$ cat config.mk
export PLATFORM = sky130hd
export DESIGN_NAME = rst_source_track
export DESIGN_NICKNAME = d
export VERILOG_FILES = /design/src/design/rst_pkg.sv /design/src/design/rst_source_track.sv
export SDC_FILE = /design/constraint.sdc
export NUM_CORES = 1
export LEC_CHECK = 0
export BUFFER_PORTS_ARGS = -buffer_cell sky130_fd_sc_hd__buf_2
export CAP_MARGIN = 20
export CORE_ASPECT_RATIO = 1.75
export CORE_MARGIN = 2
export CORE_UTILIZATION = 34
export CTS_BUF_LIST = sky130_fd_sc_hd__clkbuf_8
export DETAILED_ROUTE_END_ITERATION = 12
export PLACE_DENSITY = 0.66
export SETUP_SLACK_MARGIN = 0.15
export SLEW_MARGIN = 20
export SYNTH_ARGS = -nofsm -noshare
export SYNTH_HDL_FRONTEND = slang
export SYNTH_SLANG_ARGS = --single-unit
$ cat constraint.sdc
create_clock -name ref_clk -period 1.5 [get_ports ref_clk]
set_input_delay 0.3 -clock ref_clk [delete_from_list [all_inputs] [get_ports ref_clk]]
set_output_delay 0.3 -clock ref_clk [all_outputs]
set_load 0.01 [all_outputs]
$ cat src/design/rst_pkg.sv
// package: register layout, reset cause codes and timing counts of the reset source tracker
package rst_pkg;
   // ==========================================================
   // register map
   localparam logic [3:0] RST_ADDR_STATUS = 4'h0;
   localparam logic [3:0] RST_ADDR_CAUSE = 4'h4;
   // ==========================================================
   // field positions of reset_status_control
   localparam int RST_BIT_IRQ_PRIORITY_ENABLE = 7;
   localparam int RST_BIT_SW_BROWNOUT_ENABLE = 6;
   localparam int RST_BIT_UNUSED = 5;
   localparam int RST_BIT_RI = 4;
   localparam int RST_BIT_WDT = 3;
   localparam int RST_BIT_SLEEP = 2;
   localparam int RST_BIT_POR = 1;
   localparam int RST_BIT_BOR = 0;
   // ==========================================================
   // brown-out configuration codes
   localparam logic [1:0] RST_BOR_OFF = 2'h0;
   localparam logic [1:0] RST_BOR_SW = 2'h1;
   localparam logic [1:0] RST_BOR_NOSLEEP = 2'h2;
   localparam logic [1:0] RST_BOR_ON = 2'h3;
   // ==========================================================
   // timing: least low time of the reset pin that counts as a reset
   localparam int RST_PIN_FILTER_NS = 200;
   localparam int RST_CLK_PERIOD_NS = 50;
   localparam int RST_PIN_FILTER_CYC = (RST_PIN_FILTER_NS + RST_CLK_PERIOD_NS - 1)
      / RST_CLK_PERIOD_NS;
   localparam int RST_FILT_W = 4;
   // ==========================================================
   // reset cause codes
   typedef enum logic [7:0] {
      RST_C_POR = 8'h01,
      RST_C_PIN_RUN = 8'h02,
      RST_C_PIN_PM = 8'h04,
      RST_C_WDT = 8'h08,
      RST_C_BOR = 8'h10,
      RST_C_INSTR = 8'h20,
      RST_C_STK_FULL = 8'h40,
      RST_C_STK_UNDER = 8'h80
   } rst_cause_e;
   // on-chip events arriving on the core clock
   typedef struct packed {
      logic wdt_expire;
      logic reset_instr;
      logic stack_full;
      logic stack_under;
      logic watchdog_kick_instr;
      logic sleep_instr;
      logic power_managed;
   } rst_evt_s;
   // pin filter states
   typedef enum logic [2:0] {
      RST_F_HIGH = 3'b001,
      RST_F_COUNT = 3'b010,
      RST_F_LOW = 3'b100
   } rst_filt_e;
   typedef struct packed {
      logic irq_priority_enable;
      logic sw_brownout_enable;
      logic reset_instr_flag;
      logic watchdog_expiry_flag;
      logic sleep_entered_flag;
      logic por_flag;
      logic brownout_flag;
      logic [7:0] last_cause;
      rst_filt_e filt;
      logic [RST_FILT_W-1:0] filt_cnt;
      logic pin_s1;
      logic pin_s2;
      logic good_s1;
      logic good_s2;
      logic good_d;
      logic bo_s1;
      logic bo_s2;
      logic por_pend;
      logic [1:0] rel;
      logic strap_done;
      logic [7:0] rdata;
   } rst_state_s;
endpackage

$ cat src/design/rst_source_track.sv
// reset source tracker: pin filter, power-on and brown-out detect, status register
// ==========================================================
// What this block does
// tell apart eight distinct reset causes
// low five bits are event flags
// bit 7 enables interrupt priority levels
// bit 6 gates brown-out only in mode 01
// bit 6 resets to 1 only in mode 01
// bit 5 ignores writes, reads zero
// bit 4 clears on reset instruction
// bit 3 sets on power/kick/sleep, clears on expiry
// bit 2 sets on power/kick, clears on sleep
// bit 1 clears on power-on only, software sets
// bit 0 clears on brown-out, software sets
// power-on and brown-out reset values fixed
// software reads brown-out as 0 with 1
// software re-arms power-on flag after detection
// held low pin keeps device in reset
// short low pin pulses are filtered out
// weak pull-up on while pin is reset input
// reset pin is never driven low
// pin disabled acts as plain input
// supply-good rise issues power-on reset
// brown-out flag cleared on brown-out or power-on
// decode four brown-out configuration modes
// sources ORed, async assert, sync release
// reset event beats software write
//
// Our own choices: the address-and-strobe port and the register addresses.
`timescale 1ns/100ps
`default_nettype none
module rst_source_track
   import rst_pkg::*;
#(
   parameter int FILTER_CYC = RST_PIN_FILTER_CYC
) (
   input wire logic ref_clk,
   input wire logic nrst,
   input wire logic [3:0] addr,
   input wire logic [7:0] wdata,
   input wire logic wr,
   input wire logic rd,
   output logic [7:0] rdata,
   input wire logic ext_reset_pin_in,
   output logic ext_reset_pin_out,
   output logic ext_reset_pin_oe,
   output logic ext_reset_pin_pullup,
   output logic pin_digital_in,
   input wire logic ext_reset_pin_enable,
   input wire logic [1:0] brownout_config_mode,
   input wire logic supply_good,
   input wire logic brownout_detect,
   input wire rst_evt_s evt,
   output logic brownout_active,
   output logic core_reset_n
);
   rst_state_s q;
   rst_state_s next_q;
   logic pin_reset;
   logic por_evt;
   logic bor_evt;
   logic any_reset;
   logic wr_stat;
   logic [7:0] stat;
   logic [7:0] cause_now;
   logic arst_n;

   // ==========================================================
   // brown-out enable decode
   always_comb begin
      case (brownout_config_mode)
         RST_BOR_OFF: brownout_active = 1'b0;
         RST_BOR_SW: brownout_active = q.sw_brownout_enable;
         RST_BOR_NOSLEEP: brownout_active = ~evt.power_managed;
         RST_BOR_ON: brownout_active = 1'b1;
         default: brownout_active = 1'b0;
      endcase
   end

   // ==========================================================
   // source combination
   assign pin_reset = ext_reset_pin_enable & (q.filt == RST_F_LOW);
   assign por_evt = q.good_s2 & ~q.good_d;
   assign bor_evt = q.bo_s2 & brownout_active;
   assign any_reset = por_evt | bor_evt | pin_reset | evt.wdt_expire | evt.reset_instr
      | evt.stack_full | evt.stack_under;
   assign wr_stat = wr & (addr == RST_ADDR_STATUS);

   always_comb begin
      cause_now = 8'h00;
      if (por_evt) cause_now = RST_C_POR;
      else if (bor_evt) cause_now = RST_C_BOR;
      else if (pin_reset & evt.power_managed) cause_now = RST_C_PIN_PM;
      else if (pin_reset) cause_now = RST_C_PIN_RUN;
      else if (evt.wdt_expire) cause_now = RST_C_WDT;
      else if (evt.reset_instr) cause_now = RST_C_INSTR;
      else if (evt.stack_full) cause_now = RST_C_STK_FULL;
      else if (evt.stack_under) cause_now = RST_C_STK_UNDER;
   end

   // ==========================================================
   // pin: input only, pull-up while it serves as reset input
   assign ext_reset_pin_out = 1'b1;
   assign ext_reset_pin_oe = 1'b1;
   assign ext_reset_pin_pullup = ext_reset_pin_enable;
   assign pin_digital_in = q.pin_s2;

   // status image; sbor bit reads zero outside software mode
   always_comb begin
      stat = 8'h00;
      stat[RST_BIT_IRQ_PRIORITY_ENABLE] = q.irq_priority_enable;
      stat[RST_BIT_SW_BROWNOUT_ENABLE] = (brownout_config_mode == RST_BOR_SW) & q.sw_brownout_enable;
      stat[RST_BIT_UNUSED] = 1'b0;
      stat[RST_BIT_RI] = q.reset_instr_flag;
      stat[RST_BIT_WDT] = q.watchdog_expiry_flag;
      stat[RST_BIT_SLEEP] = q.sleep_entered_flag;
      stat[RST_BIT_POR] = q.por_flag;
      stat[RST_BIT_BOR] = q.brownout_flag;
   end

   // ==========================================================
   // next state
   always_comb begin
      next_q = q;
      next_q.pin_s1 = ext_reset_pin_in;
      next_q.pin_s2 = q.pin_s1;
      next_q.good_s1 = supply_good;
      next_q.good_s2 = q.good_s1;
      next_q.good_d = q.good_s2;
      next_q.bo_s1 = brownout_detect;
      next_q.bo_s2 = q.bo_s1;
      next_q.strap_done = 1'b1;
      // strap is caught after release of nrst, not under it
      if (!q.strap_done) begin
         next_q.sw_brownout_enable = (brownout_config_mode == RST_BOR_SW);
      end
      // filter: a low must persist FILTER_CYC+1 sampled cycles to count
      case (q.filt)
         RST_F_HIGH: begin
            if (!q.pin_s2) begin
               next_q.filt = RST_F_COUNT;
               next_q.filt_cnt = '0;
            end
         end
         RST_F_COUNT: begin
            if (q.pin_s2) next_q.filt = RST_F_HIGH;
            else if (32'(q.filt_cnt) >= FILTER_CYC - 1) next_q.filt = RST_F_LOW;
            else next_q.filt_cnt = q.filt_cnt + 1'b1;
         end
         RST_F_LOW: begin
            if (q.pin_s2) next_q.filt = RST_F_HIGH;
         end
         default: next_q.filt = RST_F_HIGH;
      endcase
      // software writes first, so hardware events below win
      if (wr_stat) begin
         next_q.irq_priority_enable = wdata[RST_BIT_IRQ_PRIORITY_ENABLE];
         if (brownout_config_mode == RST_BOR_SW) begin
            next_q.sw_brownout_enable = wdata[RST_BIT_SW_BROWNOUT_ENABLE];
         end
         next_q.reset_instr_flag = wdata[RST_BIT_RI];
         next_q.por_flag = wdata[RST_BIT_POR];
         next_q.brownout_flag = wdata[RST_BIT_BOR];
      end
      if (evt.watchdog_kick_instr) begin
         next_q.watchdog_expiry_flag = 1'b1;
         next_q.sleep_entered_flag = 1'b1;
      end
      if (evt.sleep_instr) begin
         next_q.watchdog_expiry_flag = 1'b1;
         next_q.sleep_entered_flag = 1'b0;
      end
      if (evt.wdt_expire) next_q.watchdog_expiry_flag = 1'b0;
      if (evt.reset_instr) next_q.reset_instr_flag = 1'b0;
      if (bor_evt) begin
         next_q.brownout_flag = 1'b0;
         next_q.irq_priority_enable = 1'b0;
         next_q.reset_instr_flag = 1'b1;
         next_q.watchdog_expiry_flag = 1'b1;
         next_q.sleep_entered_flag = 1'b1;
         next_q.sw_brownout_enable = (brownout_config_mode == RST_BOR_SW);
      end
      if (por_evt) begin
         next_q.por_flag = 1'b0;
         next_q.brownout_flag = 1'b0;
         next_q.irq_priority_enable = 1'b0;
         next_q.reset_instr_flag = 1'b1;
         next_q.watchdog_expiry_flag = 1'b1;
         next_q.sleep_entered_flag = 1'b1;
         next_q.sw_brownout_enable = (brownout_config_mode == RST_BOR_SW);
      end
      if (any_reset) next_q.last_cause = cause_now;
      // release stretcher: any source reloads it
      if (any_reset) next_q.rel = 2'b00;
      else next_q.rel = {q.rel[0], 1'b1};
      next_q.rdata = 8'h00;
      if (rd) begin
         case (addr)
            RST_ADDR_STATUS: next_q.rdata = stat;
            RST_ADDR_CAUSE: next_q.rdata = q.last_cause;
            default: next_q.rdata = 8'h00;
         endcase
      end
   end

   // ==========================================================
   // registers; bus reset gives the power-on image
   always_ff @(posedge ref_clk) begin
      if (!nrst) begin
         q <= '0;
         q.reset_instr_flag <= 1'b1;
         q.watchdog_expiry_flag <= 1'b1;
         q.sleep_entered_flag <= 1'b1;
         q.filt <= RST_F_HIGH;
         q.pin_s1 <= 1'b1;
         q.pin_s2 <= 1'b1;
         // supply sync idles high so that leaving nrst is not taken for a power-up
         q.good_s1 <= 1'b1;
         q.good_s2 <= 1'b1;
         q.good_d <= 1'b1;
      end else begin
         q <= next_q;
      end
   end

   assign rdata = q.rdata;
   // asserted at once by any source, released on the clock after two quiet edges
   assign arst_n = ~any_reset & nrst;
   assign core_reset_n = arst_n & q.rel[1];

   // ==========================================================
   // checks
   property p_por_clear;
      @(posedge ref_clk) disable iff (!nrst) por_evt |=> (stat[RST_BIT_POR] == 1'b0)
         && (stat[RST_BIT_BOR] == 1'b0) && stat[RST_BIT_RI] && !stat[RST_BIT_IRQ_PRIORITY_ENABLE];
   endproperty
   a_por_clear: assert property (p_por_clear) else $error("power-on image wrong");
   property p_bor_clear;
      @(posedge ref_clk) disable iff (!nrst) bor_evt |=> !q.brownout_flag;
   endproperty
   a_bor_clear: assert property (p_bor_clear) else $error("brown-out flag not cleared");
   property p_por_no_hw_set;
      @(posedge ref_clk) disable iff (!nrst) (!q.por_flag && !wr_stat) |=> !q.por_flag;
   endproperty
   a_por_no_hw_set: assert property (p_por_no_hw_set) else $error("por flag set by hw");
   property p_ri;
      @(posedge ref_clk) disable iff (!nrst) (evt.reset_instr && !por_evt && !bor_evt)
         |=> !q.reset_instr_flag;
   endproperty
   a_ri: assert property (p_ri) else $error("reset instr flag not cleared");
   property p_wdt;
      @(posedge ref_clk) disable iff (!nrst) (evt.wdt_expire && !por_evt && !bor_evt)
         |=> !q.watchdog_expiry_flag;
   endproperty
   a_wdt: assert property (p_wdt) else $error("watchdog flag not cleared");
   property p_sleep;
      @(posedge ref_clk) disable iff (!nrst) (evt.sleep_instr && !evt.watchdog_kick_instr
         && !por_evt && !bor_evt) |=> !q.sleep_entered_flag;
   endproperty
   a_sleep: assert property (p_sleep) else $error("sleep flag not cleared");
   property p_unused;
      @(posedge ref_clk) disable iff (!nrst)
         (rd && addr == RST_ADDR_STATUS) |=> (rdata[RST_BIT_UNUSED] == 1'b0);
   endproperty
   a_unused: assert property (p_unused) else $error("bit 5 read nonzero");
   property p_sbor_ro;
      @(posedge ref_clk) disable iff (!nrst) (rd && addr == RST_ADDR_STATUS
         && brownout_config_mode != RST_BOR_SW) |=> !rdata[RST_BIT_SW_BROWNOUT_ENABLE];
   endproperty
   a_sbor_ro: assert property (p_sbor_ro) else $error("bit 6 not inert");
   property p_pin_hold;
      @(posedge ref_clk) disable iff (!nrst) pin_reset |-> !core_reset_n;
   endproperty
   a_pin_hold: assert property (p_pin_hold) else $error("pin reset not held");
   property p_glitch;
      @(posedge ref_clk) disable iff (!nrst)
         q.pin_s2 |=> (q.filt == RST_F_HIGH);
   endproperty
   a_glitch: assert property (p_glitch) else $error("high pin did not end filter");
   property p_release;
      @(posedge ref_clk) disable iff (!nrst) any_reset |=> !core_reset_n;
   endproperty
   a_release: assert property (p_release) else $error("release not delayed");
   property p_pullup;
      @(posedge ref_clk) disable iff (!nrst) ext_reset_pin_pullup == ext_reset_pin_enable
         && ext_reset_pin_oe;
   endproperty
   a_pullup: assert property (p_pullup) else $error("pin drive or pull-up wrong");

   // ==========================================================
   // checks: flags that only software, power-on or brown-out may raise, and the watchdog and sleep flags that kick and sleep set
   property p_bor_no_hw_set;
      @(posedge ref_clk) disable iff (!nrst)
         (!q.brownout_flag && !wr_stat) |=> !q.brownout_flag;
   endproperty
   a_bor_no_hw_set: assert property (p_bor_no_hw_set) else $error("bor flag set by hw");
   property p_por_keep;
      @(posedge ref_clk) disable iff (!nrst)
         (!por_evt && !wr_stat) |=> $stable(q.por_flag);
   endproperty
   a_por_keep: assert property (p_por_keep) else $error("por flag moved");
   property p_ri_no_hw_set;
      @(posedge ref_clk) disable iff (!nrst)
         (!q.reset_instr_flag && !wr_stat && !por_evt && !bor_evt) |=> !q.reset_instr_flag;
   endproperty
   a_ri_no_hw_set: assert property (p_ri_no_hw_set) else $error("ri flag set by hw");
   property p_wdt_set;
      @(posedge ref_clk) disable iff (!nrst)
         ((evt.watchdog_kick_instr || evt.sleep_instr) && !evt.wdt_expire)
         |=> q.watchdog_expiry_flag;
   endproperty
   a_wdt_set: assert property (p_wdt_set) else $error("watchdog flag not set");
   property p_sleep_set;
      @(posedge ref_clk) disable iff (!nrst)
         (evt.watchdog_kick_instr && !evt.sleep_instr) |=> q.sleep_entered_flag;
   endproperty
   a_sleep_set: assert property (p_sleep_set) else $error("sleep flag not set");
   // ==========================================================
   // checks: control bits, strap and brown-out image
   property p_irq_priority_enable_write;
      @(posedge ref_clk) disable iff (!nrst)
         (wr_stat && !por_evt && !bor_evt)
         |=> (q.irq_priority_enable == $past(wdata[RST_BIT_IRQ_PRIORITY_ENABLE]));
   endproperty
   a_irq_priority_enable_write: assert property (p_irq_priority_enable_write) else $error("priority bit not written");
   property p_irq_priority_enable_hold;
      @(posedge ref_clk) disable iff (!nrst)
         (!wr_stat && !por_evt && !bor_evt) |=> $stable(q.irq_priority_enable);
   endproperty
   a_irq_priority_enable_hold: assert property (p_irq_priority_enable_hold) else $error("priority bit moved");
   property p_bor_image;
      @(posedge ref_clk) disable iff (!nrst) bor_evt |=> !q.irq_priority_enable
         && q.reset_instr_flag && q.watchdog_expiry_flag && q.sleep_entered_flag;
   endproperty
   a_bor_image: assert property (p_bor_image) else $error("brown-out image wrong");
   property p_strap;
      @(posedge ref_clk) disable iff (!nrst)
         por_evt |=> (q.sw_brownout_enable == ($past(brownout_config_mode) == RST_BOR_SW));
   endproperty
   a_strap: assert property (p_strap) else $error("sbor strap wrong");
   // a write outside mode 01 must not reach the hidden enable either
   property p_sbor_lock;
      @(posedge ref_clk) disable iff (!nrst) (wr_stat && q.strap_done && !por_evt && !bor_evt
         && brownout_config_mode != RST_BOR_SW) |=> $stable(q.sw_brownout_enable);
   endproperty
   a_sbor_lock: assert property (p_sbor_lock) else $error("bit 6 written outside mode 01");
   property p_mode_off;
      @(posedge ref_clk) disable iff (!nrst)
         (brownout_config_mode == RST_BOR_OFF) |-> !brownout_active;
   endproperty
   a_mode_off: assert property (p_mode_off) else $error("brown-out on in mode 00");
   property p_mode_on;
      @(posedge ref_clk) disable iff (!nrst)
         (brownout_config_mode == RST_BOR_ON) |-> brownout_active;
   endproperty
   a_mode_on: assert property (p_mode_on) else $error("brown-out off in mode 11");
   property p_mode_sleep;
      @(posedge ref_clk) disable iff (!nrst)
         (brownout_config_mode == RST_BOR_NOSLEEP)
         |-> (brownout_active == !evt.power_managed);
   endproperty
   a_mode_sleep: assert property (p_mode_sleep) else $error("brown-out wrong in mode 10");
   // ==========================================================
   // checks: cause record, pin path and release
   property p_cause_onehot;
      @(posedge ref_clk) disable iff (!nrst) any_reset |=> $onehot(q.last_cause);
   endproperty
   a_cause_onehot: assert property (p_cause_onehot) else $error("cause not one-hot");
   property p_filt_short;
      @(posedge ref_clk) disable iff (!nrst)
         (q.filt == RST_F_COUNT && 32'(q.filt_cnt) < FILTER_CYC - 1)
         |=> (q.filt != RST_F_LOW);
   endproperty
   a_filt_short: assert property (p_filt_short) else $error("filter ended early");
   // the plain input view lags the pin by the two synchroniser flops
   property p_pin_sync;
      @(posedge ref_clk) disable iff (!nrst) pin_digital_in == $past(ext_reset_pin_in, 2);
   endproperty
   a_pin_sync: assert property (p_pin_sync) else $error("digital input view wrong");
   property p_quiet_release;
      @(posedge ref_clk) disable iff (!nrst)
         (!any_reset ##1 !any_reset ##1 !any_reset) |-> core_reset_n;
   endproperty
   a_quiet_release: assert property (p_quiet_release) else $error("reset not released");
endmodule
`default_nettype wire

* Yosys cells after proc, flatten, opt, wreduce, memory -nomap -nowiden
Cells that the tools add are included.
** Word-level totals
- Register bits :: 40
- Input port bits :: 29
- Output and inout bits :: 14
** Operators by class
- Add/subtract/negate cells :: 1
- Magnitude comparators :: 1
- Equal/unequal tests :: 12
- Mux-type cells :: 32
- Bitwise logic cells :: 18
- Reductions and logical operators :: 12
** Operators by type and width (number)
- 2-to-1 mux 8 bit :: 9
- case mux 8 bit (2 select lines) :: 1
- 2-to-1 mux 4 bit :: 3
- 2-to-1 mux 3 bit :: 3
- 2-to-1 mux 9 bit :: 1
- case mux 3 bit (3 select lines) :: 1
- AND 1 bit :: 8
- 2-to-1 mux 2 bit :: 4
- inequality test 2 bit, second input constant :: 4
- case mux 4 bit (2 select lines) :: 1
- 2-to-1 mux 7 bit :: 1
- 2-to-1 mux 1 bit :: 6
- 2-to-1 mux 6 bit :: 1
- bitwise OR 1 bit :: 6
- nonzero test 2 bit :: 3
- adder 4 x 1 -> 4 bit, second input constant :: 1
- == test 2 bit, second input constant :: 2
- == test 4 x 3 -> 1 bit, second input constant :: 1
- greater-or-equal comparator 4 x 2 -> 1 bit, second input constant :: 1
- logical NOT 4 bit :: 1
- inverter 1 bit :: 4
- case mux 1 bit (4 select lines) :: 1
- AND reduction 4 bit :: 1
- OR reduction 2 bit :: 2
- other kinds (10) :: 10

* Longest topological paths before layout
Gate-level depths: netlist of run 1.
- Depth after elaboration :: 12
- Gate-level depth with buffers :: 5

* Least setup slack after synthesis of run 1
Ideal clock, no wire load.
- Path kind :: input port to output port
- Start :: input port nrst
- End :: output port core_reset_n
- Data arrival time :: 1.318 ns
- Required time :: 1.200 ns
- Setup slack :: -0.118 ns
- Stages on the path :: 5
- Path through :: clkbuf_1 -> o311a_1 -> and3_1 -> buf_2 -> and2_1
** Between the ends
- Word-level cells in the longest chain between the ends :: 2
** Ends and longest elaborated chain
- from (decl) :: RTL line rst_source_track.sv:38 : input wire logic nrst,
- AND 1 bit :: RTL line rst_source_track.sv:228 : assign arst_n = ~any_reset & nrst;
- AND 1 bit :: RTL line rst_source_track.sv:229 : assign core_reset_n = arst_n & q.rel[1];
- to (decl) :: RTL line rst_source_track.sv:55 : output logic core_reset_n
Every way passes these cells.

* Worst setup path after layout of run 1
- Start :: register q[12] in the netlist's numbering
- End :: output port core_reset_n
** Between the ends
- Word-level cells in the longest chain between the ends :: 10
** Ends and longest elaborated chain
- from (decl) :: RTL line rst_source_track.sv:57 : rst_state_s q;
- from (signal assigned) :: RTL line rst_source_track.sv:222 : q <= next_q;
- AND 1 bit :: RTL line rst_source_track.sv:84 : assign bor_evt = q.bo_s2 & brownout_active;
- bitwise OR 1 bit (4 in a row) :: RTL line rst_source_track.sv:85 : assign any_reset = por_evt | bor_evt | pin_reset | evt.wdt_expire | evt.reset_instr
- bitwise OR 1 bit (2 in a row) :: RTL line rst_source_track.sv:86 : | evt.stack_full | evt.stack_under;
- inverter 1 bit :: RTL line rst_source_track.sv:228
- AND 1 bit :: RTL line rst_source_track.sv:228
- AND 1 bit :: RTL line rst_source_track.sv:229
Every way passes these cells.

==> results of run 1 <==
==> stage by stage <==
stage	setup slack, ns	hold slack [ns]
3_3_place_gp	-0.1201	0.3895
5_1_grt	-0.2841	0.1863
3_5_place_dp	-0.1213	0.3917
6_report	-0.2366	0.1882
2_1_floorplan	-0.05571	0.3277
4_1_cts	-0.2547	0.1793
==> area by class of cell <==
| cell class | count | area, µm² | share of cell area (%) |
|---|---|---|---|
| Inverter | 4 | 15.01 | 0.7190 |
| Clock buffer | 5 | 68.82 | 3.295 |
| Sequential cell | 40 | 807.0 | 38.65 |
| Clock inverter | 3 | 42.54 | 2.037 |
| Tap cell | 51 | 63.81 | 3.056 |
| Multi-Input combinational cell | 101 | 724.4 | 34.69 |
| Timing Repair Buffer | 59 | 366.6 | 17.56 |
==> worst paths after layout <==
check,start,endpoint,slack [ns],cells after the start
worst min register to register,next_q[15],next_q[14],0.41,1
worst max register to register,q[19],q[19],-0.12,5
worst min-delay path,supply_good,next_q[15],0.19,2
worst max-delay path,q[12],core_reset_n,-0.24,5
==> cells by family (layout without fill, tap and decap cells) <==
kind of cell,count (synthesis),in the layout
simple gates,63,63
other cells,1,2
flops,40,40
compound gates,31,31
buf+inv,19,71
fa+ha+maj,1,1
mux,4,4
==> state kept, by name, summed over array words and instances, names as in the netlist <==
name and flops:
rdata 8, q 27, pin_digital_in 1, next_q 4
==> where the power goes <==
part	total (W)	internal [W]	switching, W
combinational	0.000196	0.0000990	0.0000966
clock	0.000874	0.000492	0.000382
sequential	0.00110	0.00109	0.0000141
total	0.00217	0.00168	0.000493
==> critical path: stages (launching register included) <==
cell	delay [ns]
dfxtp_2	0.33
inv_2	0.04
o311a_4	0.36
and3_4	0.17
and2_4	0.13
buf_6	0.11
==> cells in the final DEF (no fill, tap or decap), drive strengths merged, types with 2 or more instances in the layout <==
cell type  count
inv            4
nand2         11
dfxtp         40
clkbuf         5
and2           7
nand3          5
nor4           4
nand2b         6
o21ai          5
a22oi          6
mux2i          3
nor2          15
nor3           4
conb           2
nor2b          4
o311ai         2
a32oi          2
buf           59
a21oi          8
==> per-layer routing <==
metal	wire length (µm)	part of all wire (%)
met2	1938	57
met5	0	0
met4	29	0.85
met1	1294	38
met3	143	4.2
==> repair_timing <==
item / 4_1_cts / 5_1_grt
hold buffers: 0 / 0
gates cloned: 0 / 0
endpoints found under the setup margin: 8 / 8
buffers inserted: 0 / 1
resized for setup: 12 / 3
==> flow_metrics.py, run 1 <==
metrics = {
    "run_status": {
        "status": "complete, but fails checks",
        "violations": "negative setup slack",
    },
    "die": {
        "die_area_mm2": 0.005156,
        "initial_core_util_pct": 35.34,
        "die_w_um": 55.15,
        "io_pins": 43,
        "rows": 32,
        "fp.coreArea_mm2": 0.004404,
        "die_y_um": 93.51,
    },
    "cts": {
        "cts_inserted_buffers": 5,
        "clk_pin_slew_ns": 0.08,
        "h-tree-depth": 2,
        "cts-root-buf": "clkbuf_8",
        "cts_tree": "built",
        "cts_buffer_depth": 2,
        "cts_num_sinks": 40,
        "clk_latency_ns": 0.29,
    },
    "layout": {
        "final_area_mm2": 0.002088,
        "fin_nets": 241,
        "syn_to_final_growth_pct": 34.16,
        "utilization_pct": 47.41,
        "finalNonFillerCells": 263,
        "diodes": 0,
        "fill_cells": 445,
        "layout-drive-gt1-share_pct": 41.98,
    },
    "yosys": {
        "synth_top_cell_by_area": "dfxtp_1",
        "ys_ff_latch": 40,
        "synth_enable_flop_cells": 0,
        "synth_top_cells_by_count": "dfxtp_1 (40), nor2_1 (15), buf_4 (11), nand2_1 (11), a21oi_1 (8)",
        "async_flop_share_pct": 0,
        "synth_top_family_by_area": "simple AND/OR/NAND/NOR gates",
        "synth_xor_area_share_pct": 0,
        "syn-cell-area_mm2": 0.001556,
        "ys_types": 41,
        "synth_compound_area_share_pct": 14.23,
        "synth_most_common_cell": "dfxtp_1",
        "netlist_instances": 159,
        "yosysWarnings": 0,
        "yosys.area_share.simple_pct": 23.07,
        "syn_area_per_cell_um2": 9.789,
        "yosys.area_share.adder_pct": 0.8039,
        "yosysSeqAreaShare_pct": 51.45,
        "yosys.area.top_type_share_pct": 51.45,
        "synth_mux_area_share_pct": 2.894,
        "yosys_most_used_dff": "dfxtp_1",
        "yosys-top-cells-area": "dfxtp_1 (51%), buf_4 (5.3%), nor2_1 (3.6%)",
    },
    "grt": {
        "use_met2_pct": 27.78,
        "grt_use_met1_pct": 14.94,
        "grt-busiest-layer": "met2",
        "grt_pass1_wl_mm": 5.582,
        "grt_pass1_vias": 1298,
        "antenna_found_initial": 0,
        "groute.usage.overall_pct": 15.28,
        "grt_max_degree": 19,
        "grt_util_met3_pct": 4.313,
        "globalRouteOverflowTotal": 0,
    },
    "route": {
        "ant_nets": 0,
        "drc_errors": 0,
        "drtIter0Drc": 28,
        "vias_per_cell": 4.909,
        "routed_wl_mm": 3.405,
        "route.vias.total": 1291,
        "drtPass1Iterations": 3,
        "routedWlPerCell_um": 12.95,
    },
    "sta": {
        "rsz0062_at_grt": "yes",
        "max_freq_mhz": 575.8,
        "finalMaxSlewViolations": 0,
        "postLayoutSetupSlackWorst_ns": -0.2366,
        "finalSetupViolations": 4,
        "fin_crit_ns": 1.737,
        "min_period_over_period_pct": 115.8,
        "hold_violations": 0,
        "fin_skew_ns": 0.008016,
        "fin_setup_tns_ns": -0.5129,
    },
    "power": {
        "p_total_w": 0.002171,
        "vdd_drop_max_mv": 0.7459,
        "power.leakage_nw": 0.8760,
        "power_density_mw_per_mm2": 1040,
    },
    "critical_path": {
        "required_ns": 1.20,
        "cp_max_fo": 2,
        "start_kind": "flop",
        "critPathKind": "reg2out",
        "crit_arrival_ns": 1.44,
        "cp-end-kind": "output pin",
    },
    "placed_design": {
        "portBuffers": 37,
        "placed_cells": 254,
        "gp_congestion": 0.8764,
        "placed_area_mm2": 0.001912,
        "dp_hpwl_mm": 2.603,
    },
    "worst_hold_path": {
        "hold_class": "in2reg",
    },
    "job": {
        "cap_violations": 0,
    },
}
(Power assumes the default switching activity.)
==> inputs of run 2 (changes only) <==
Settings changed: MAX_ROUTING_LAYER set to met4.
==> flow_metrics.py, run 2 (synthesis results as in run 1) <==
metrics = {
    "cts": {
        "clk_pin_slew_ns": 0.07,
        "cts_num_sinks": 40,
        "cts_tree": "built",
        "cts_buffer_depth": 2,
        "cts-root-buf": "clkbuf_8",
        "h-tree-depth": 2,
        "cts_inserted_buffers": 5,
        "hold_buffers": 0,
        "clk_latency_ns": 0.29,
    },
    "layout": {
        "multiInputGateArea_um2": 724.4,
        "fin_nets": 241,
        "finalNonFillerCells": 263,
        "final_cell_mix": "buf_2 (35), dfxtp_1 (35), buf_4 (21)",
        "largest_reg_flops": 27,
        "diodes": 0,
        "fill_cells": 445,
        "layout-drive-gt1-share_pct": 41.98,
        "syn_to_final_growth_pct": 34.16,
        "largest_register": "q",
        "seqCellArea_um2": 807.0,
    },
    "critical_path": {
        "cp_slowest_cell": "o311a_4",
        "r2r_cells": 5,
        "reg2reg_setup_slack_ns": -0.12,
        "cp_max_fo": 2,
        "critPathMaxStageDelay_ns": 0.36,
        "start_kind": "flop",
        "crit_arrival_ns": 1.44,
        "r2r_end": "q[19]",
        "required_ns": 1.20,
        "cp_cell_sequence": "inv_2 > o311a_4 > and3_4 > and2_4 > buf_6",
        "critPathKind": "reg2out",
        "cp-end-kind": "output pin",
        "rr_startpoint": "q[19]",
    },
    "sta": {
        "rsz0062_at_grt": "yes",
        "max_freq_mhz": 575.6,
        "finalSetupViolations": 4,
        "hold_violations": 0,
        "postLayoutSetupSlackWorst_ns": -0.2373,
        "min_period_over_period_pct": 115.8,
        "fin_crit_ns": 1.737,
        "fin_setup_tns_ns": -0.5085,
        "finalMaxSlewViolations": 0,
        "fin_skew_ns": 0.008208,
    },
    "worst_hold_path": {
        "whs_path_depth": 2,
        "hp-start": "supply_good",
        "hold_class": "in2reg",
        "hold_path_end": "next_q[15]",
    },
    "job": {
        "cap_violations": 0,
    },
    "power": {
        "power.leakage_nw": 0.8760,
        "vdd_drop_max_mv": 0.7460,
        "power_density_mw_per_mm2": 1038,
    },
    "grt": {
        "antenna_found_initial": 0,
        "globalRouteOverflowTotal": 0,
        "grt_pass1_vias": 1305,
        "grt_max_degree": 19,
        "grt_pass1_wl_mm": 5.561,
        "groute.usage.overall_pct": 15.69,
    },
    "run_status": {
        "status": "complete, but fails checks",
        "violations": "negative setup slack",
    },
    "route": {
        "ant_nets": 0,
        "route.vias.total": 1300,
        "routedWlPerCell_um": 13.00,
        "drtPass1Iterations": 3,
        "routed_wl_mm": 3.420,
        "vias_per_cell": 4.943,
        "drtIter0Drc": 28,
        "drc_errors": 0,
    },
    "die": {
        "rows": 32,
        "die_w_um": 55.15,
        "die_y_um": 93.51,
        "die_area_mm2": 0.005156,
        "fp.coreArea_mm2": 0.004404,
        "initial_core_util_pct": 35.34,
        "io_pins": 43,
    },
    "placed_design": {
        "placed_cells": 254,
        "gp_congestion": 0.8908,
        "dp_hpwl_mm": 2.603,
        "portBuffers": 37,
    },
}
-- run 2: cell counts in the layout (fill, tap and decap cells not counted) --
Identical to the previous run, type by type.
-- run 2: how the worst max path moves through the flow --
stage	from	to	slack, ns	cells past startpoint
after global placement	q[19]	q[19]	-0.12	5
after CTS	q[12]	core_reset_n	-0.25	5
after global routing	q[24]	core_reset_n	-0.28	5
final	q[12]	core_reset_n	-0.24	5
after detailed placement	q[19]	q[19]	-0.12	5
after floorplan	q[19]	q[19]	-0.06	5
-- run 2: routing by layer --
| metal | track usage, % | vias to the layer above | wire length [µm] |
|---|---|---|---|
| met4 | 6.707 | 0 | 31 |
| met5 | - | - | 0 |
| met3 | 4.313 | 2 | 144 |
| met1 | 14.84 | 615 | 1286 |
| li1 | - | 655 | - |
| met2 | 27.98 | 28 | 1958 |
-- run 2: where the power goes --
part / leakage [nW] / switching (W) / internal, W
logic: 0.494 / 0.0000970 / 0.0000990
clock network: 0.0541 / 0.000377 / 0.000492
registers: 0.327 / 0.0000141 / 0.00109
total: 0.876 / 0.000488 / 0.00168
-- run 2: cell type report --
class / instances / share of cell area, %
Multi-Input combinational cell: 101 / 34.69
Clock buffer: 5 / 3.295
Tap cell: 51 / 3.056
Timing Repair Buffer: 59 / 17.56
Sequential cell: 40 / 38.65
Clock inverter: 3 / 2.037
Inverter: 4 / 0.7190
-- run 2: worst max-delay path, delay by kind of cell (launching register included) --
family / cells / cell delay (ns)
AND/OR/NAND/NOR: 2 / 0.30
flip-flops: 1 / 0.33
buffers and inverters: 2 / 0.15
AO/OA/AOI/OAI: 1 / 0.36
-- run 2: per-stage QoR --
step           hold slack [ns]  setup WS [ns]  area (µm²)  utilization [%]  total power (W)
2_1_floorplan           0.3277       -0.05571        1612                -         0.001213
3_3_place_gp            0.3895        -0.1201        1912            43.41         0.001305
3_5_place_dp            0.3917        -0.1213        1912            43.41         0.001308
4_1_cts                 0.1793        -0.2547        2069            46.99         0.002187
5_1_grt                 0.1862        -0.2841        2088            47.41         0.002266
6_report                0.1895        -0.2373        2088            47.41         0.002167
-- run 2: what timing repair did --
| action | CTS | global route |
|---|---|---|
| resized for setup | 12 | 3 |
| endpoints found under the setup margin | 8 | 8 |
| cloned | 0 | 0 |
| buffers inserted | 0 | 1 |
